$ cat src/include/can_irq_defines.svh
// Purpose: Named constants for the interrupt aggregation block.
// Assumes: Included by bare name from design and bench files.
// Notes: Bit positions of the main enable vector and flag vector match.
`ifndef CAN_IRQ_DEFINES_SVH
`define CAN_IRQ_DEFINES_SVH

`define FIFO_COUNT 32
`define MAIN_COUNT 13
// Main flag and enable positions.
`define MAIN_RX 0
`define MAIN_TX 1
`define MAIN_RXOV 2
`define MAIN_TXAT 3
`define MAIN_TEF 4
`define MAIN_IVM 5
`define MAIN_WAK 6
`define MAIN_CERR 7
`define MAIN_MOD 8
`define MAIN_TBC 9
`define MAIN_SERR 10
`define MAIN_SPI 11
`define MAIN_ECC 12
`define RX_GROUP 13'h0005
`define TX_GROUP 13'h001a
`define INFO_GROUP 13'h1fe0
// Interrupt code values.
`define CODE_SYSTEM_ERROR 7'h45
`define CODE_NONE 7'h40
// Error counter thresholds.
`define WARN_LIMIT 9'h060
`define PASSIVE_LIMIT 9'h080
`define BUSOFF_LIMIT 9'h100
`define RESET_FLAGS 32'h0000_0000
`define RESERVED_BIT0 32'hffff_fffe

`endif

$ cat src/include/can_irq_pkg.sv
// Purpose: Types shared by the interrupt aggregation block and its bench.
// Assumes: Nothing beyond the defines header.
// Notes: Enums carry no explicit codes.
package can_irq_pkg;
   typedef enum {ERR_ACTIVE, ERR_PASSIVE, ERR_BUSOFF} err_state_e;
   typedef enum {RX_IDLE, RX_SAVING, RX_COMMIT} rx_state_e;
   typedef logic [4:0] fifo_index_t;
   typedef logic [6:0] code_t;
endpackage

$ cat src/hdl/can_fd_interrupt_aggregator.sv
// Purpose: Layered interrupt aggregation and system-error reaction of a CAN FD controller.
// Assumes: All inputs synchronous to clk; event inputs are one-cycle pulses, status inputs levels.
// Notes: Host clears arrive as one-cycle pulse masks; a set in the same cycle wins.
`timescale 1ns/1ps
`default_nettype none
`include "can_irq_defines.svh"

module can_fd_interrupt_aggregator (
   input wire logic clk,
   input wire logic rst,
   // Per-FIFO configuration, status levels and enables.
   input wire logic [31:0] fifoIsTx,
   input wire logic [31:0] rxFifoFullFlag,
   input wire logic [31:0] rxFifoHalfFlag,
   input wire logic [31:0] rxFifoNonemptyFlag,
   input wire logic [31:0] rxFullEnable,
   input wire logic [31:0] rxHalfEnable,
   input wire logic [31:0] rxNonemptyEnable,
   input wire logic [31:0] txFifoNotFullFlag,
   input wire logic [31:0] txFifoHalfEmptyFlag,
   input wire logic [31:0] txFifoEmptyFlag,
   input wire logic [31:0] txNotFullEnable,
   input wire logic [31:0] txHalfEmptyEnable,
   input wire logic [31:0] txEmptyEnable,
   input wire logic queueNotFullFlag,
   input wire logic queueEmptyFlag,
   input wire logic queueNotFullEnable,
   input wire logic queueEmptyEnable,
   // Overrun and attempt events with host clear masks.
   input wire logic rxMessageDone,
   input wire can_irq_pkg::fifo_index_t rxMessageFifo,
   input wire logic [31:0] rxOverrunClear,
   input wire logic txRetriesExhausted,
   input wire can_irq_pkg::fifo_index_t txAttemptFifo,
   input wire logic [31:0] txAttemptClear,
   input wire logic [31:0] rxOverrunEnable,
   input wire logic [31:0] txAttemptEnable,
   // Transmit event FIFO.
   input wire logic eventFifoFullFlag,
   input wire logic eventFifoHalfFlag,
   input wire logic eventFifoNonemptyFlag,
   input wire logic eventFifoOverrunEvent,
   input wire logic eventFifoOverrunClear,
   input wire logic [3:0] eventFifoEnable,
   // SPI integrity and memory check.
   input wire logic spiFormatErrorEvent,
   input wire logic spiChecksumErrorEvent,
   input wire logic spiFormatErrorClear,
   input wire logic spiChecksumErrorClear,
   input wire logic spiFormatErrorEnable,
   input wire logic spiChecksumErrorEnable,
   input wire logic singleBitErrorEvent,
   input wire logic doubleBitErrorEvent,
   input wire logic singleBitErrorClear,
   input wire logic doubleBitErrorClear,
   input wire logic singleBitErrorEnable,
   input wire logic doubleBitErrorEnable,
   // Main event sources.
   input wire logic frameEnd,
   input wire logic dlcMismatch,
   input wire logic errorFrameSent,
   input wire logic esiReceived,
   input wire logic sleepMode,
   input wire logic busActivity,
   input wire logic [8:0] txErrorCount,
   input wire logic [7:0] rxErrorCount,
   input wire logic [2:0] currentOperatingMode,
   input wire logic timeBaseWrap,
   input wire logic [12:0] mainEnable,
   input wire logic [12:0] mainClear,
   // Receive frame timing, system error sources and transmit blocking.
   input wire logic crcFieldStart,
   input wire logic eofBit7Start,
   input wire logic storeDone,
   input wire logic txMabUnderflow,
   input wire logic eccDataError,
   input wire logic errorToListenOnlySelect,
   input wire logic txBitstream,
   input wire logic [31:0] transmitRequest,
   // Registered outputs.
   output logic [31:0] combinedReceiveFlags,
   output logic [31:0] combinedTransmitFlags,
   output logic [31:0] combinedReceiveOverrunFlags,
   output logic [31:0] combinedTransmitAttemptFlags,
   output logic [12:0] mainFlags,
   output logic spiFormatErrorFlag,
   output logic spiChecksumErrorFlag,
   output logic singleBitErrorFlag,
   output logic doubleBitErrorFlag,
   output logic eventFifoOverrunFlag,
   output can_irq_pkg::code_t interruptCodeField,
   output logic rxInterrupt,
   output logic txInterrupt,
   output logic infoInterrupt,
   output logic fifoStatusUpdate,
   output logic frameDiscard,
   output logic restrictedMode,
   output logic listenOnlyMode,
   output logic busTransmitPin,
   output logic [31:0] transmitRequestGated
);
   import can_irq_pkg::*;

   logic [31:0] rxComb, txComb, ovrSet, atSet;
   logic [31:0] ovr_d, at_d;
   logic [12:0] main_d;
   logic evOvr_d, fmt_d, crc_d, sec_d, ded_d;
   logic ivm_d, wak_d, cerr_d, mod_d, tbc_d, serr_d;
   logic ivmSet, cerrSet, serrSet;
   logic rxOverflow, txBlock_d;
   logic warn_q;
   logic warnNow;
   logic [2:0] mode_q;
   err_state_e errNow, err_q;
   rx_state_e rxState_q;
   logic [12:0] sticky_q;

   // Per-FIFO enabled OR; bit zero is the queue on the transmit side only.
   always_comb begin
      rxComb = (rxFifoFullFlag & rxFullEnable) | (rxFifoHalfFlag & rxHalfEnable)
         | (rxFifoNonemptyFlag & rxNonemptyEnable);
      rxComb = rxComb & ~fifoIsTx & `RESERVED_BIT0;
      txComb = (txFifoNotFullFlag & txNotFullEnable) | (txFifoHalfEmptyFlag & txHalfEmptyEnable)
         | (txFifoEmptyFlag & txEmptyEnable);
      txComb = txComb & fifoIsTx & `RESERVED_BIT0;
      txComb[0] = (queueNotFullFlag & queueNotFullEnable)
         | (queueEmptyFlag & queueEmptyEnable);
   end

   // Sticky per-FIFO overrun and attempt flags; a set outranks a clear in the same cycle.
   always_comb begin
      ovrSet = `RESET_FLAGS;
      atSet = `RESET_FLAGS;
      if (rxMessageDone && rxFifoFullFlag[rxMessageFifo] && !fifoIsTx[rxMessageFifo]) begin
         ovrSet[rxMessageFifo] = 1'b1;
      end
      if (txRetriesExhausted) begin
         atSet[txAttemptFifo] = 1'b1;
      end
      ovr_d = ((combinedReceiveOverrunFlags & ~rxOverrunClear) | ovrSet)
         & `RESERVED_BIT0;
      at_d = (combinedTransmitAttemptFlags & ~txAttemptClear) | atSet;
   end

   // Level flags come straight from the FIFO status; no clear input reaches them.
   always_ff @(posedge clk) begin
      if (rst) begin
         combinedReceiveFlags <= `RESET_FLAGS;
         combinedTransmitFlags <= `RESET_FLAGS;
      end else begin
         combinedReceiveFlags <= rxComb;
         combinedTransmitFlags <= txComb;
      end
   end

   // Overrun and attempt registers.
   always_ff @(posedge clk) begin
      if (rst) begin
         combinedReceiveOverrunFlags <= `RESET_FLAGS;
         combinedTransmitAttemptFlags <= `RESET_FLAGS;
      end else begin
         combinedReceiveOverrunFlags <= ovr_d;
         combinedTransmitAttemptFlags <= at_d;
      end
   end

   // Device-level sticky flags for SPI integrity, memory check and event FIFO overrun.
   always_comb begin
      evOvr_d = (eventFifoOverrunFlag & ~eventFifoOverrunClear) | eventFifoOverrunEvent;
      fmt_d = (spiFormatErrorFlag & ~spiFormatErrorClear) | spiFormatErrorEvent;
      crc_d = (spiChecksumErrorFlag & ~spiChecksumErrorClear) | spiChecksumErrorEvent;
      sec_d = (singleBitErrorFlag & ~singleBitErrorClear) | singleBitErrorEvent;
      ded_d = (doubleBitErrorFlag & ~doubleBitErrorClear) | doubleBitErrorEvent;
   end

   // Sticky device flag registers.
   always_ff @(posedge clk) begin
      if (rst) begin
         eventFifoOverrunFlag <= 1'b0;
         spiFormatErrorFlag <= 1'b0;
         spiChecksumErrorFlag <= 1'b0;
         singleBitErrorFlag <= 1'b0;
         doubleBitErrorFlag <= 1'b0;
      end else begin
         eventFifoOverrunFlag <= evOvr_d;
         spiFormatErrorFlag <= fmt_d;
         spiChecksumErrorFlag <= crc_d;
         singleBitErrorFlag <= sec_d;
         doubleBitErrorFlag <= ded_d;
      end
   end

   // Error state derived from the counters; warning is tracked apart from the state.
   always_comb begin
      warnNow = (txErrorCount >= `WARN_LIMIT)
         || ({1'b0, rxErrorCount} >= `WARN_LIMIT);
      if (txErrorCount >= `BUSOFF_LIMIT) begin
         errNow = ERR_BUSOFF;
      end else if (txErrorCount >= `PASSIVE_LIMIT || {1'b0, rxErrorCount} >= `PASSIVE_LIMIT) begin
         errNow = ERR_PASSIVE;
      end else begin
         errNow = ERR_ACTIVE;
      end
   end

   // Crossing detection: warning rise, or any change of state, including back to active.
   always_ff @(posedge clk) begin
      if (rst) begin
         warn_q <= 1'b0;
         err_q <= ERR_ACTIVE;
         mode_q <= 3'h0;
      end else begin
         warn_q <= warnNow;
         err_q <= errNow;
         mode_q <= currentOperatingMode;
      end
   end

   // Event conditions of the sticky main flags.
   always_comb begin
      ivmSet = frameEnd && (dlcMismatch || errorFrameSent) && !esiReceived;
      cerrSet = (warnNow && !warn_q) || (errNow != err_q);
      serrSet = rxOverflow || txMabUnderflow || eccDataError;
      ivm_d = (sticky_q[`MAIN_IVM] & ~mainClear[`MAIN_IVM]) | ivmSet;
      wak_d = (sticky_q[`MAIN_WAK] & ~mainClear[`MAIN_WAK])
         | (sleepMode & busActivity);
      cerr_d = (sticky_q[`MAIN_CERR] & ~mainClear[`MAIN_CERR]) | cerrSet;
      mod_d = (sticky_q[`MAIN_MOD] & ~mainClear[`MAIN_MOD])
         | (currentOperatingMode != mode_q);
      tbc_d = (sticky_q[`MAIN_TBC] & ~mainClear[`MAIN_TBC]) | timeBaseWrap;
      serr_d = (sticky_q[`MAIN_SERR] & ~mainClear[`MAIN_SERR]) | serrSet;
   end

   // Main flag vector: read-only ORs plus the host-cleared sticky flags.
   always_comb begin
      main_d = 13'h0000;
      main_d[`MAIN_RX] = |rxComb;
      main_d[`MAIN_TX] = |txComb;
      main_d[`MAIN_RXOV] = |ovr_d;
      main_d[`MAIN_TXAT] = |at_d;
      main_d[`MAIN_TEF] = (eventFifoFullFlag & eventFifoEnable[0])
         | (eventFifoHalfFlag & eventFifoEnable[1])
         | (eventFifoNonemptyFlag & eventFifoEnable[2]) | (evOvr_d & eventFifoEnable[3]);
      main_d[`MAIN_IVM] = ivm_d;
      main_d[`MAIN_WAK] = wak_d;
      main_d[`MAIN_CERR] = cerr_d;
      main_d[`MAIN_MOD] = mod_d;
      main_d[`MAIN_TBC] = tbc_d;
      main_d[`MAIN_SERR] = serr_d;
      main_d[`MAIN_SPI] = (fmt_d & spiFormatErrorEnable)
         | (crc_d & spiChecksumErrorEnable);
      main_d[`MAIN_ECC] = (sec_d & singleBitErrorEnable)
         | (ded_d & doubleBitErrorEnable);
   end

   // Only the host-cleared positions of sticky_q are read back; the rest just mirror main_d.
   always_ff @(posedge clk) begin
      if (rst) begin
         sticky_q <= 13'h0000;
         mainFlags <= 13'h0000;
      end else begin
         sticky_q <= main_d;
         mainFlags <= main_d;
      end
   end

   // Module requests are built from next-state flags so they track within one clock.
   always_ff @(posedge clk) begin
      if (rst) begin
         rxInterrupt <= 1'b0;
         txInterrupt <= 1'b0;
         infoInterrupt <= 1'b0;
      end else begin
         rxInterrupt <= |(main_d & mainEnable & `RX_GROUP);
         txInterrupt <= |(main_d & mainEnable & `TX_GROUP);
         infoInterrupt <= |(main_d & mainEnable & `INFO_GROUP);
      end
   end

   // The code shows the system error while its flag stands and drops with the clear.
   always_ff @(posedge clk) begin
      if (rst) begin
         interruptCodeField <= `CODE_NONE;
      end else if (serr_d) begin
         interruptCodeField <= `CODE_SYSTEM_ERROR;
      end else begin
         interruptCodeField <= `CODE_NONE;
      end
   end

   // Receive sequencing: saving starts by the CRC field, status commits at EOF bit seven,
   // and a new frame reaching its CRC field while the old one is still being stored overflows.
   always_comb begin
      rxOverflow = (rxState_q == RX_COMMIT) && crcFieldStart && !storeDone;
   end

   // Receive sequencer and its strobes.
   always_ff @(posedge clk) begin
      if (rst) begin
         rxState_q <= RX_IDLE;
         fifoStatusUpdate <= 1'b0;
         frameDiscard <= 1'b0;
      end else begin
         fifoStatusUpdate <= 1'b0;
         frameDiscard <= rxOverflow;
         case (rxState_q)
            RX_IDLE: begin
               if (crcFieldStart) begin
                  rxState_q <= RX_SAVING;
               end
            end
            RX_SAVING: begin
               if (eofBit7Start) begin
                  fifoStatusUpdate <= 1'b1;
                  rxState_q <= RX_COMMIT;
               end
            end
            RX_COMMIT: begin
               // The stored frame finishes first; the overflowing one is dropped.
               if (storeDone && crcFieldStart) begin
                  rxState_q <= RX_SAVING;
               end else if (storeDone) begin
                  rxState_q <= RX_IDLE;
               end
            end
            default: begin
               rxState_q <= RX_IDLE;
            end
         endcase
      end
   end

   // Data consistency errors freeze the transmitter until the system error is cleared.
   always_comb begin
      txBlock_d = txMabUnderflow || eccDataError
         || ((restrictedMode || listenOnlyMode) && !mainClear[`MAIN_SERR]);
   end

   // While blocked the pin stays recessive and requests drop.
   always_ff @(posedge clk) begin
      if (rst) begin
         restrictedMode <= 1'b0;
         listenOnlyMode <= 1'b0;
         busTransmitPin <= 1'b1;
         transmitRequestGated <= `RESET_FLAGS;
      end else begin
         restrictedMode <= txBlock_d && !errorToListenOnlySelect;
         listenOnlyMode <= txBlock_d && errorToListenOnlySelect;
         busTransmitPin <= txBlock_d ? 1'b1 : txBitstream;
         transmitRequestGated <= txBlock_d ? `RESET_FLAGS : transmitRequest;
      end
   end

endmodule
`default_nettype wire

$ cat config.mk
export PLATFORM = sky130hd
export DESIGN_NAME = can_fd_interrupt_aggregator
export DESIGN_NICKNAME = d
export VERILOG_FILES = /design/src/include/can_irq_pkg.sv /design/src/hdl/can_fd_interrupt_aggregator.sv
export VERILOG_INCLUDE_DIRS = /design/src /design/src/include
export SDC_FILE = /design/constraint.sdc
export NUM_CORES = 1
export LEC_CHECK = 0
export BUFFER_PORTS_ARGS = -buffer_cell sky130_fd_sc_hd__buf_2
export CAP_MARGIN = 10
export CORE_AREA = 2 2 338 340
export DETAILED_ROUTE_END_ITERATION = 6
export DIE_AREA = 0 0 340 342
export GPL_TIMING_DRIVEN = 1
export PLACE_DENSITY = 0.3
export REMOVE_ABC_BUFFERS = 1
export SLEW_MARGIN = 20
export SYNTH_ARGS = -nofsm -noshare
export SYNTH_HDL_FRONTEND = slang
export SYNTH_SLANG_ARGS = --single-unit
$ cat constraint.sdc
create_clock -name clk -period 3.9 [get_ports clk]
set_clock_uncertainty 0.15 [all_clocks]
set_input_delay 0.585 -clock clk [delete_from_list [all_inputs] [get_ports clk]]
set_output_delay 0.585 -clock clk [all_outputs]
set_load 0.01 [all_outputs]
==> results of run 1 <==
how the worst max path moves through the flow:
stage | cells past startpoint | slack [ns] | to
after floorplan | 2 | 1.22 | transmitRequestGated[0]
after global placement | 8 | 0.36 | combinedReceiveOverrunFlags[17]
after detailed placement | 8 | 0.33 | combinedReceiveOverrunFlags[17]
after CTS | 6 | 0.88 | txInterrupt
after global routing | 9 | 0.71 | combinedReceiveOverrunFlags[17]
final | 8 | 0.88 | combinedReceiveOverrunFlags[17]
layout make-up:
class,count,area (sq um)
Inverter,29,109
Antenna cell,8,20.0
Tap cell,1512,1890
Multi-Input combinational cell,581,3760
Clock inverter,13,186
Clock buffer,18,439
Fill cell,13200,98800
Sequential cell,192,3840
Timing Repair Buffer,797,4100
Yosys cell counts (12+ instances only):
| library cell | number |
|---|---|
| sky130_fd_sc_hd__nor3_1 | 64 |
| sky130_fd_sc_hd__mux2i_1 | 20 |
| sky130_fd_sc_hd__a222oi_1 | 64 |
| sky130_fd_sc_hd__clkbuf_1 | 30 |
| sky130_fd_sc_hd__a21oi_1 | 44 |
| sky130_fd_sc_hd__o22ai_1 | 62 |
| sky130_fd_sc_hd__and2_1 | 33 |
| sky130_fd_sc_hd__nand2_1 | 16 |
| sky130_fd_sc_hd__nor2_1 | 79 |
| sky130_fd_sc_hd__nor4_1 | 12 |
| sky130_fd_sc_hd__nor2b_1 | 41 |
| sky130_fd_sc_hd__dfxtp_1 | 192 |
| sky130_fd_sc_hd__inv_1 | 29 |
| sky130_fd_sc_hd__nand2b_1 | 57 |
cells by family (layout without fill, tap and decap cells):
logic type / Yosys count / after routing / share of synthesized area [%]
xor+xnor: 4 / 4 / 0.442
simple gates: 342 / 342 / 23.4
mux: 27 / 27 / 4.47
flops: 192 / 192 / 48.5
other cells: 2 / 15 / 0.0948
compound gates: 201 / 201 / 18.6
buf+inv: 76 / 857 / 4.42
registers in the layout, indices dropped and copies added (netlist names), 2 cells and up:
register and cells:
transmitRequestGated 32, err_q 2, combinedTransmitAttemptFlags 32, combinedReceiveOverrunFlags 31, sticky_q 13, rxState_q 2, mode_q 3, combinedTransmitFlags 32
combinedReceiveFlags 31
worst reg2reg max path, cell delays in order (launching register included):
cell,delay (ns)
sky130_fd_sc_hd__dfxtp_1,0.31
sky130_fd_sc_hd__nor2b_1,0.20
sky130_fd_sc_hd__nor4_1,0.54
sky130_fd_sc_hd__nand4_1,0.36
sky130_fd_sc_hd__nor4_1,0.41
sky130_fd_sc_hd__a31oi_1,0.37
sky130_fd_sc_hd__a221o_1,0.39
where the power goes:
part	internal (mW)	total, mW	leakage (nW)	switching [mW]
Combinational	0.416	0.940	4.79	0.524
Sequential	2.03	2.05	1.57	0.0231
Clock	1.00	2.07	0.306	1.07
metal layers:
layer | global-route usage (%) | part of all wire [%] | vias up
li1 | - | - | 4713
met1 | 13.6 | 42 | 4774
met2 | 19.9 | 48 | 597
met3 | 2.59 | 6.5 | 102
met4 | 4.66 | 3.6 | 2
met5 | 0 | 0.019 | -
through the flow:
stage	setup slack (ns)	instance area, sq um	utilization, %	hold slack [ns]
5_1_grt	0.713	14300	12.7	0.0444
6_report	0.883	14300	12.7	0.0882
2_1_floorplan	1.22	7700	-	0.293
3_3_place_gp	0.363	13700	12.1	0.344
3_5_place_dp	0.327	13700	12.1	0.328
4_1_cts	0.880	14300	12.7	0.0245
==> flow_metrics.env, run 1 <==
export IMPL_drive_above_1_share_pct=51.6
export IMPL_yosys_top_cells_area="sky130_fd_sc_hd__dfxtp_1 (49%), sky130_fd_sc_hd__a222oi_1 (8.1%), sky130_fd_sc_hd__o22ai_1 (4.9%), sky130_fd_sc_hd__nand2b_1 (4.5%), sky130_fd_sc_hd__nor3_1 (4.0%)"
export IMPL_clock_tree_root_cell="sky130_fd_sc_hd__clkbuf_16"
export IMPL_rsz_0062_raised_after_global_routing="no"
export IMPL_p_leak_nw=6.67
export IMPL_fp_coreArea_sq_um=113000
export IMPL_cells_after_synth=844
export IMPL_ctsLongestPathBuffers=2
export IMPL_startpoint="rxMessageFifo[0]"
export IMPL_worstPathCellList="buf_2 -> mux4_1 -> mux2_2 -> nand3_1 -> o2111ai_1 -> a31o_2 -> or4_1 -> o22ai_1"
export IMPL_p_total_mw=5.06
export IMPL_timing_critical_path_arrival_ns=3.28
export IMPL_ys_seq_area_share_pct=48.5
export IMPL_min_delay_path_class="input port to flop"
export IMPL_synth_yosys_warnings=0
export IMPL_drtIter0Drc=449
export IMPL_initial_standard_cell_utilization_of_the_core_pct=7.00
export IMPL_num_io_pins=868
export IMPL_tritoncts="yes"
export IMPL_port_buffer_count=767
export IMPL_crit_path_end_kind="flop"
export IMPL_final_cell_mix="sky130_fd_sc_hd__buf_2 (766), sky130_fd_sc_hd__dfxtp_1 (192), sky130_fd_sc_hd__nor2_1 (79)"
export IMPL_finalNonFillerCells=3150
export IMPL_synth_largest_type_area_fraction_pct=48.5
export IMPL_setup_tns_ns=0
export IMPL_yosys_most_used_dff="sky130_fd_sc_hd__dfxtp_1"
export IMPL_final_common_cell="sky130_fd_sc_hd__buf_2"
export IMPL_final_nets=2293
export IMPL_slew_headroom_pct=33.6
export IMPL_dpl_cell_count=3111
export IMPL_worst_path_max_delay_cell="sky130_fd_sc_hd__or4_1"
export IMPL_peakVddDrop_v=0.000246
export IMPL_cp_data_required_time_ns=4.17
export IMPL_critical_path_class="input port to flop"
export IMPL_grt_ovfl_total=0
export IMPL_clock_insertion_delay_worst_skew_ns=0.52
export IMPL_max_slew_worst_pin_slew_ns=0.997
export IMPL_clkSinkCount=192
export IMPL_critPathTopFamily="multiplexers"
export IMPL_maximum_number_of_pins_on_one_net_before_global_route_repair=59
export IMPL_cts_hold_repair_buffers=0
export IMPL_final_max_slew_viol_count=0
export IMPL_ff_to_ff_setup_slack_ns=1.05
export IMPL_timing_max_cap_violations=0
export IMPL_ant_nets=0
export IMPL_path_buf_inv=1
export IMPL_rows=124
export IMPL_status="finished, final reports clean"
export IMPL_cts_buffers_inserted=17
export IMPL_antenna_found_initial=49
export IMPL_avgRoutedWirePerCell_um=21.8
export IMPL_hold_depth=2
export IMPL_dr_total_vias=10200
export IMPL_synthesis_area_per_instance_sq_um=9.39
export IMPL_die_height_um=342
export IMPL_hpwlAfterDp_mm=60.2
export IMPL_clk_pin_slew_ns=0.09
export IMPL_track_usage_pct=11.5
export IMPL_async_reset_ff_share_pct=0
export IMPL_postCtsSetupRepairBufs=0
export IMPL_die_area_sq_um=116000
export IMPL_yosysUniqueCellTypes=48
export IMPL_period_share_pct=77.4
export IMPL_finalWirelength_mm=68.6
export IMPL_remaining_drc_errors=0
export IMPL_max_stage_delay_ns=0.63
export IMPL_combined_area_of_all_synthesized_cells_sq_um=7920
export IMPL_final_hold_viol_count=0
export IMPL_final_setup_viol_count=0
export IMPL_cts_repair_resized=0
export IMPL_clock_tree_htree_level_count=4
export IMPL_worstHoldEndpoint="restrictedMode"
export IMPL_worst_hold_launch="errorToListenOnlySelect"
export IMPL_critPathLaunchType="input port"
export IMPL_detailedRoute_firstPassIterationCount=5
export IMPL_worstRegToRegCells=6
export IMPL_post_synth_edffs=0
export IMPL_layout_min_cycle_time_ns=3.02
export IMPL_yosys_register_bits=192
export IMPL_syn_to_final_growth_pct=81.0
export IMPL_critical_path_peak_fanout=8
export IMPL_first_global_vias=10900
export IMPL_critical_path_reg2reg_startpoint="combinedTransmitAttemptFlags[2]"
export IMPL_via_count_normalized_by_instance_count=3.23
export IMPL_regToRegEndpoint="txInterrupt"
export IMPL_first_pass_grt_wire_length_mm=89.3
export IMPL_routabilityCongestion=0.807
export IMPL_power_per_cell_area_nw_per_um2=353
export IMPL_die_width_um=340
export IMPL_biggest_area_consumer_among_synthesized_cells="sky130_fd_sc_hd__dfxtp_1"
export IMPL_timing_fmax_mhz=331
Power figures use the tool's default switching activity.
==> run 2, diff against run 1 <==
==> constraint.sdc (replaced) <==
create_clock -name clk -period 2.95 [get_ports clk]
set_clock_uncertainty 0.15 [all_clocks]
set_input_delay 0.4425 -clock clk [delete_from_list [all_inputs] [get_ports clk]]
set_output_delay 0.4425 -clock clk [all_outputs]
set_load 0.01 [all_outputs]
==> run 2 against run 1 <==
Via count rose by 4.0%. Setup slack got worse by 0.74 ns. Critical path depth rose by 1.
==> flow_metrics.env, run 2 (synthesis gave the netlist of run 1 again) <==
export IMPL_final_common_cell="sky130_fd_sc_hd__buf_2"
export IMPL_critical_path_class="input port to flop"
export IMPL_ff_to_ff_setup_slack_ns=0.45
export IMPL_status="finished, final reports clean"
export IMPL_period_share_pct=95.3
export IMPL_min_delay_path_class="input port to flop"
export IMPL_final_cell_mix="sky130_fd_sc_hd__buf_2 (766), sky130_fd_sc_hd__dfxtp_1 (192), sky130_fd_sc_hd__nor2_1 (79)"
export IMPL_cp_data_required_time_ns=3.24
export IMPL_clkSinkCount=192
export IMPL_worstHoldEndpoint="combinedReceiveFlags[26]"
export IMPL_peakVddDrop_v=0.000324
export IMPL_power_combinational_fraction_pct=20.5
export IMPL_worst_hold_launch="fifoIsTx[26]"
export IMPL_ctsLongestPathBuffers=2
export IMPL_power_per_cell_area_nw_per_um2=436
export IMPL_critical_path_peak_fanout=7
export IMPL_slew_headroom_pct=48.3
export IMPL_ant_nets=0
export IMPL_timing_critical_path_arrival_ns=3.10
export IMPL_clock_tree_htree_level_count=4
export IMPL_remaining_drc_errors=0
export IMPL_layout_min_cycle_time_ns=2.81
export IMPL_tritoncts="yes"
export IMPL_maximum_number_of_pins_on_one_net_before_global_route_repair=71
export IMPL_port_buffer_count=767
export IMPL_first_global_vias=11200
export IMPL_via_count_normalized_by_instance_count=3.25
export IMPL_largest_registers="combinedTransmitAttemptFlags x32, combinedTransmitFlags x32, transmitRequestGated x32"
export IMPL_final_nets=2398
export IMPL_worstRegToRegCells=10
export IMPL_initial_standard_cell_utilization_of_the_core_pct=7.00
export IMPL_critical_path_reg2reg_startpoint="combinedTransmitAttemptFlags[2]"
export IMPL_track_usage_pct=11.6
export IMPL_hpwlAfterDp_mm=61.1
export IMPL_final_setup_viol_count=0
export IMPL_drtIter0Drc=461
export IMPL_power_share_switching_pct=31.4
export IMPL_num_io_pins=868
export IMPL_max_slew_worst_pin_slew_ns=0.775
export IMPL_final_hold_viol_count=0
export IMPL_finalWirelength_mm=69.3
export IMPL_first_pass_grt_wire_length_mm=90.1
export IMPL_pwr_share_clk_pct=38.8
export IMPL_timing_fmax_mhz=356
export IMPL_fp_coreArea_sq_um=113000
export IMPL_p_leak_nw=7.13
export IMPL_setup_tns_ns=0
export IMPL_rsz_0062_raised_after_global_routing="no"
export IMPL_pwr_share_seq_pct=40.7
export IMPL_dr_total_vias=10600
export IMPL_clock_tree_root_cell="sky130_fd_sc_hd__clkbuf_16"
export IMPL_clock_insertion_delay_worst_skew_ns=0.51
export IMPL_rows=124
export IMPL_drive_above_1_share_pct=51.0
export IMPL_p_switching_mw=2.10
export IMPL_placedInstanceArea_sq_um=14100
export IMPL_detailedRoute_firstPassIterationCount=5
export IMPL_grt_ovfl_total=0
export IMPL_cts_repair_resized=0
export IMPL_antenna_found_initial=55
export IMPL_clk_pin_slew_ns=0.09
export IMPL_cts_buffers_inserted=17
export IMPL_routabilityCongestion=0.808
export IMPL_die_height_um=342
export IMPL_final_max_slew_viol_count=0
export IMPL_die_area_sq_um=116000
export IMPL_crit_path_end_kind="flop"
export IMPL_regToRegEndpoint="txInterrupt"
export IMPL_die_width_um=340
export IMPL_avgRoutedWirePerCell_um=21.3
export IMPL_final_cell_area_sq_um=15300
export IMPL_hold_depth=2
export IMPL_syn_to_final_growth_pct=92.9
export IMPL_critPathLaunchType="input port"
export IMPL_timing_max_cap_violations=0
export IMPL_internal_power_mw=4.57
[run 2: changes by cell type in the layout (fill, tap and decap cells not counted), moves of 2 or more]
| cell | previous run | this run |
|---|---|---|
| sky130_fd_sc_hd__diode_2 | 8 | 10 |
| sky130_fd_sc_hd__dlygate4sd3_1 | 0 | 58 |
| sky130_fd_sc_hd__buf_4 | 28 | 72 |
| sky130_fd_sc_hd__clkbuf_1 | 0 | 3 |
| sky130_fd_sc_hd__buf_12 | 2 | 5 |
[run 2: layout make-up]
type,count,area [sq um]
flip-flops and latches,192,3840
clock inverters,11,144
clock buffers,21,450
diodes,10,25.0
well taps,1512,1890
multi-input cells,581,3750
repair buffers,902,5070
inverters,29,109
fillers,13100,97800
[run 2: stage by stage]
stage / std cells / power (mW) / worst slack, ns / utilization, % / hold WS [ns]
2_1_floorplan: 802 / 3.12 / 0.408 / - / 0.293
3_3_place_gp: 3158 / 4.12 / -0.167 / 12.5 / 0.342
3_5_place_dp: 3158 / 4.12 / -0.172 / 12.5 / 0.334
4_1_cts: 3248 / 6.90 / 0.202 / 13.5 / 0.00123
5_1_grt: 3253 / 7.06 / 0.0557 / 13.5 / 0.00803
6_report: 3258 / 6.66 / 0.139 / 13.5 / 0.0696
[run 2: worst max path at each step]
stage,startpoint,end,depth (start not counted)
5_1_grt,fifoIsTx[21],combinedReceiveOverrunFlags[20],9
3_3_place_gp,rxMessageFifo[0],combinedReceiveOverrunFlags[8],8
6_report,fifoIsTx[21],combinedReceiveOverrunFlags[20],9
3_5_place_dp,rxMessageFifo[0],combinedReceiveOverrunFlags[16],8
2_1_floorplan,txMabUnderflow,transmitRequestGated[0],2
4_1_cts,fifoIsTx[20],combinedReceiveOverrunFlags[20],9
[run 2: power by group through the flow]
stage	clock, mW	combinational, mW	sequential [mW]
floorplan	0	0.301	2.82
global placement	0	1.35	2.77
detailed placement	0	1.35	2.77
CTS	2.76	1.42	2.72
global route	2.84	1.50	2.72
finish	2.59	1.36	2.71
[run 2: repair_timing]
action,in CTS,in global routing
buffers inserted,0,0
hold buffers,58,0
endpoints found under the hold margin,57,0
setup endpoints to repair,0,0
[run 2: per-layer routing]
layer | global-route usage (%) | routed length, um | vias to the layer above
met5 | 0 | 107 | -
met4 | 3.84 | 2040 | 16
met3 | 3.58 | 5400 | 121
met2 | 20.4 | 34000 | 606
met1 | 13.1 | 27700 | 4922
li1 | - | - | 4931
[run 2: critical path, stage by stage]
cell and delay (ns):
sky130_fd_sc_hd__dlygate4sd3_1 0.54, sky130_fd_sc_hd__buf_2 0.15, sky130_fd_sc_hd__mux4_1 0.54, sky130_fd_sc_hd__nand2b_1 0.10, sky130_fd_sc_hd__o311a_1 0.17, sky130_fd_sc_hd__o2111ai_1 0.09, sky130_fd_sc_hd__a31o_2 0.27, sky130_fd_sc_hd__or4_1 0.58
sky130_fd_sc_hd__o22ai_1 0.22
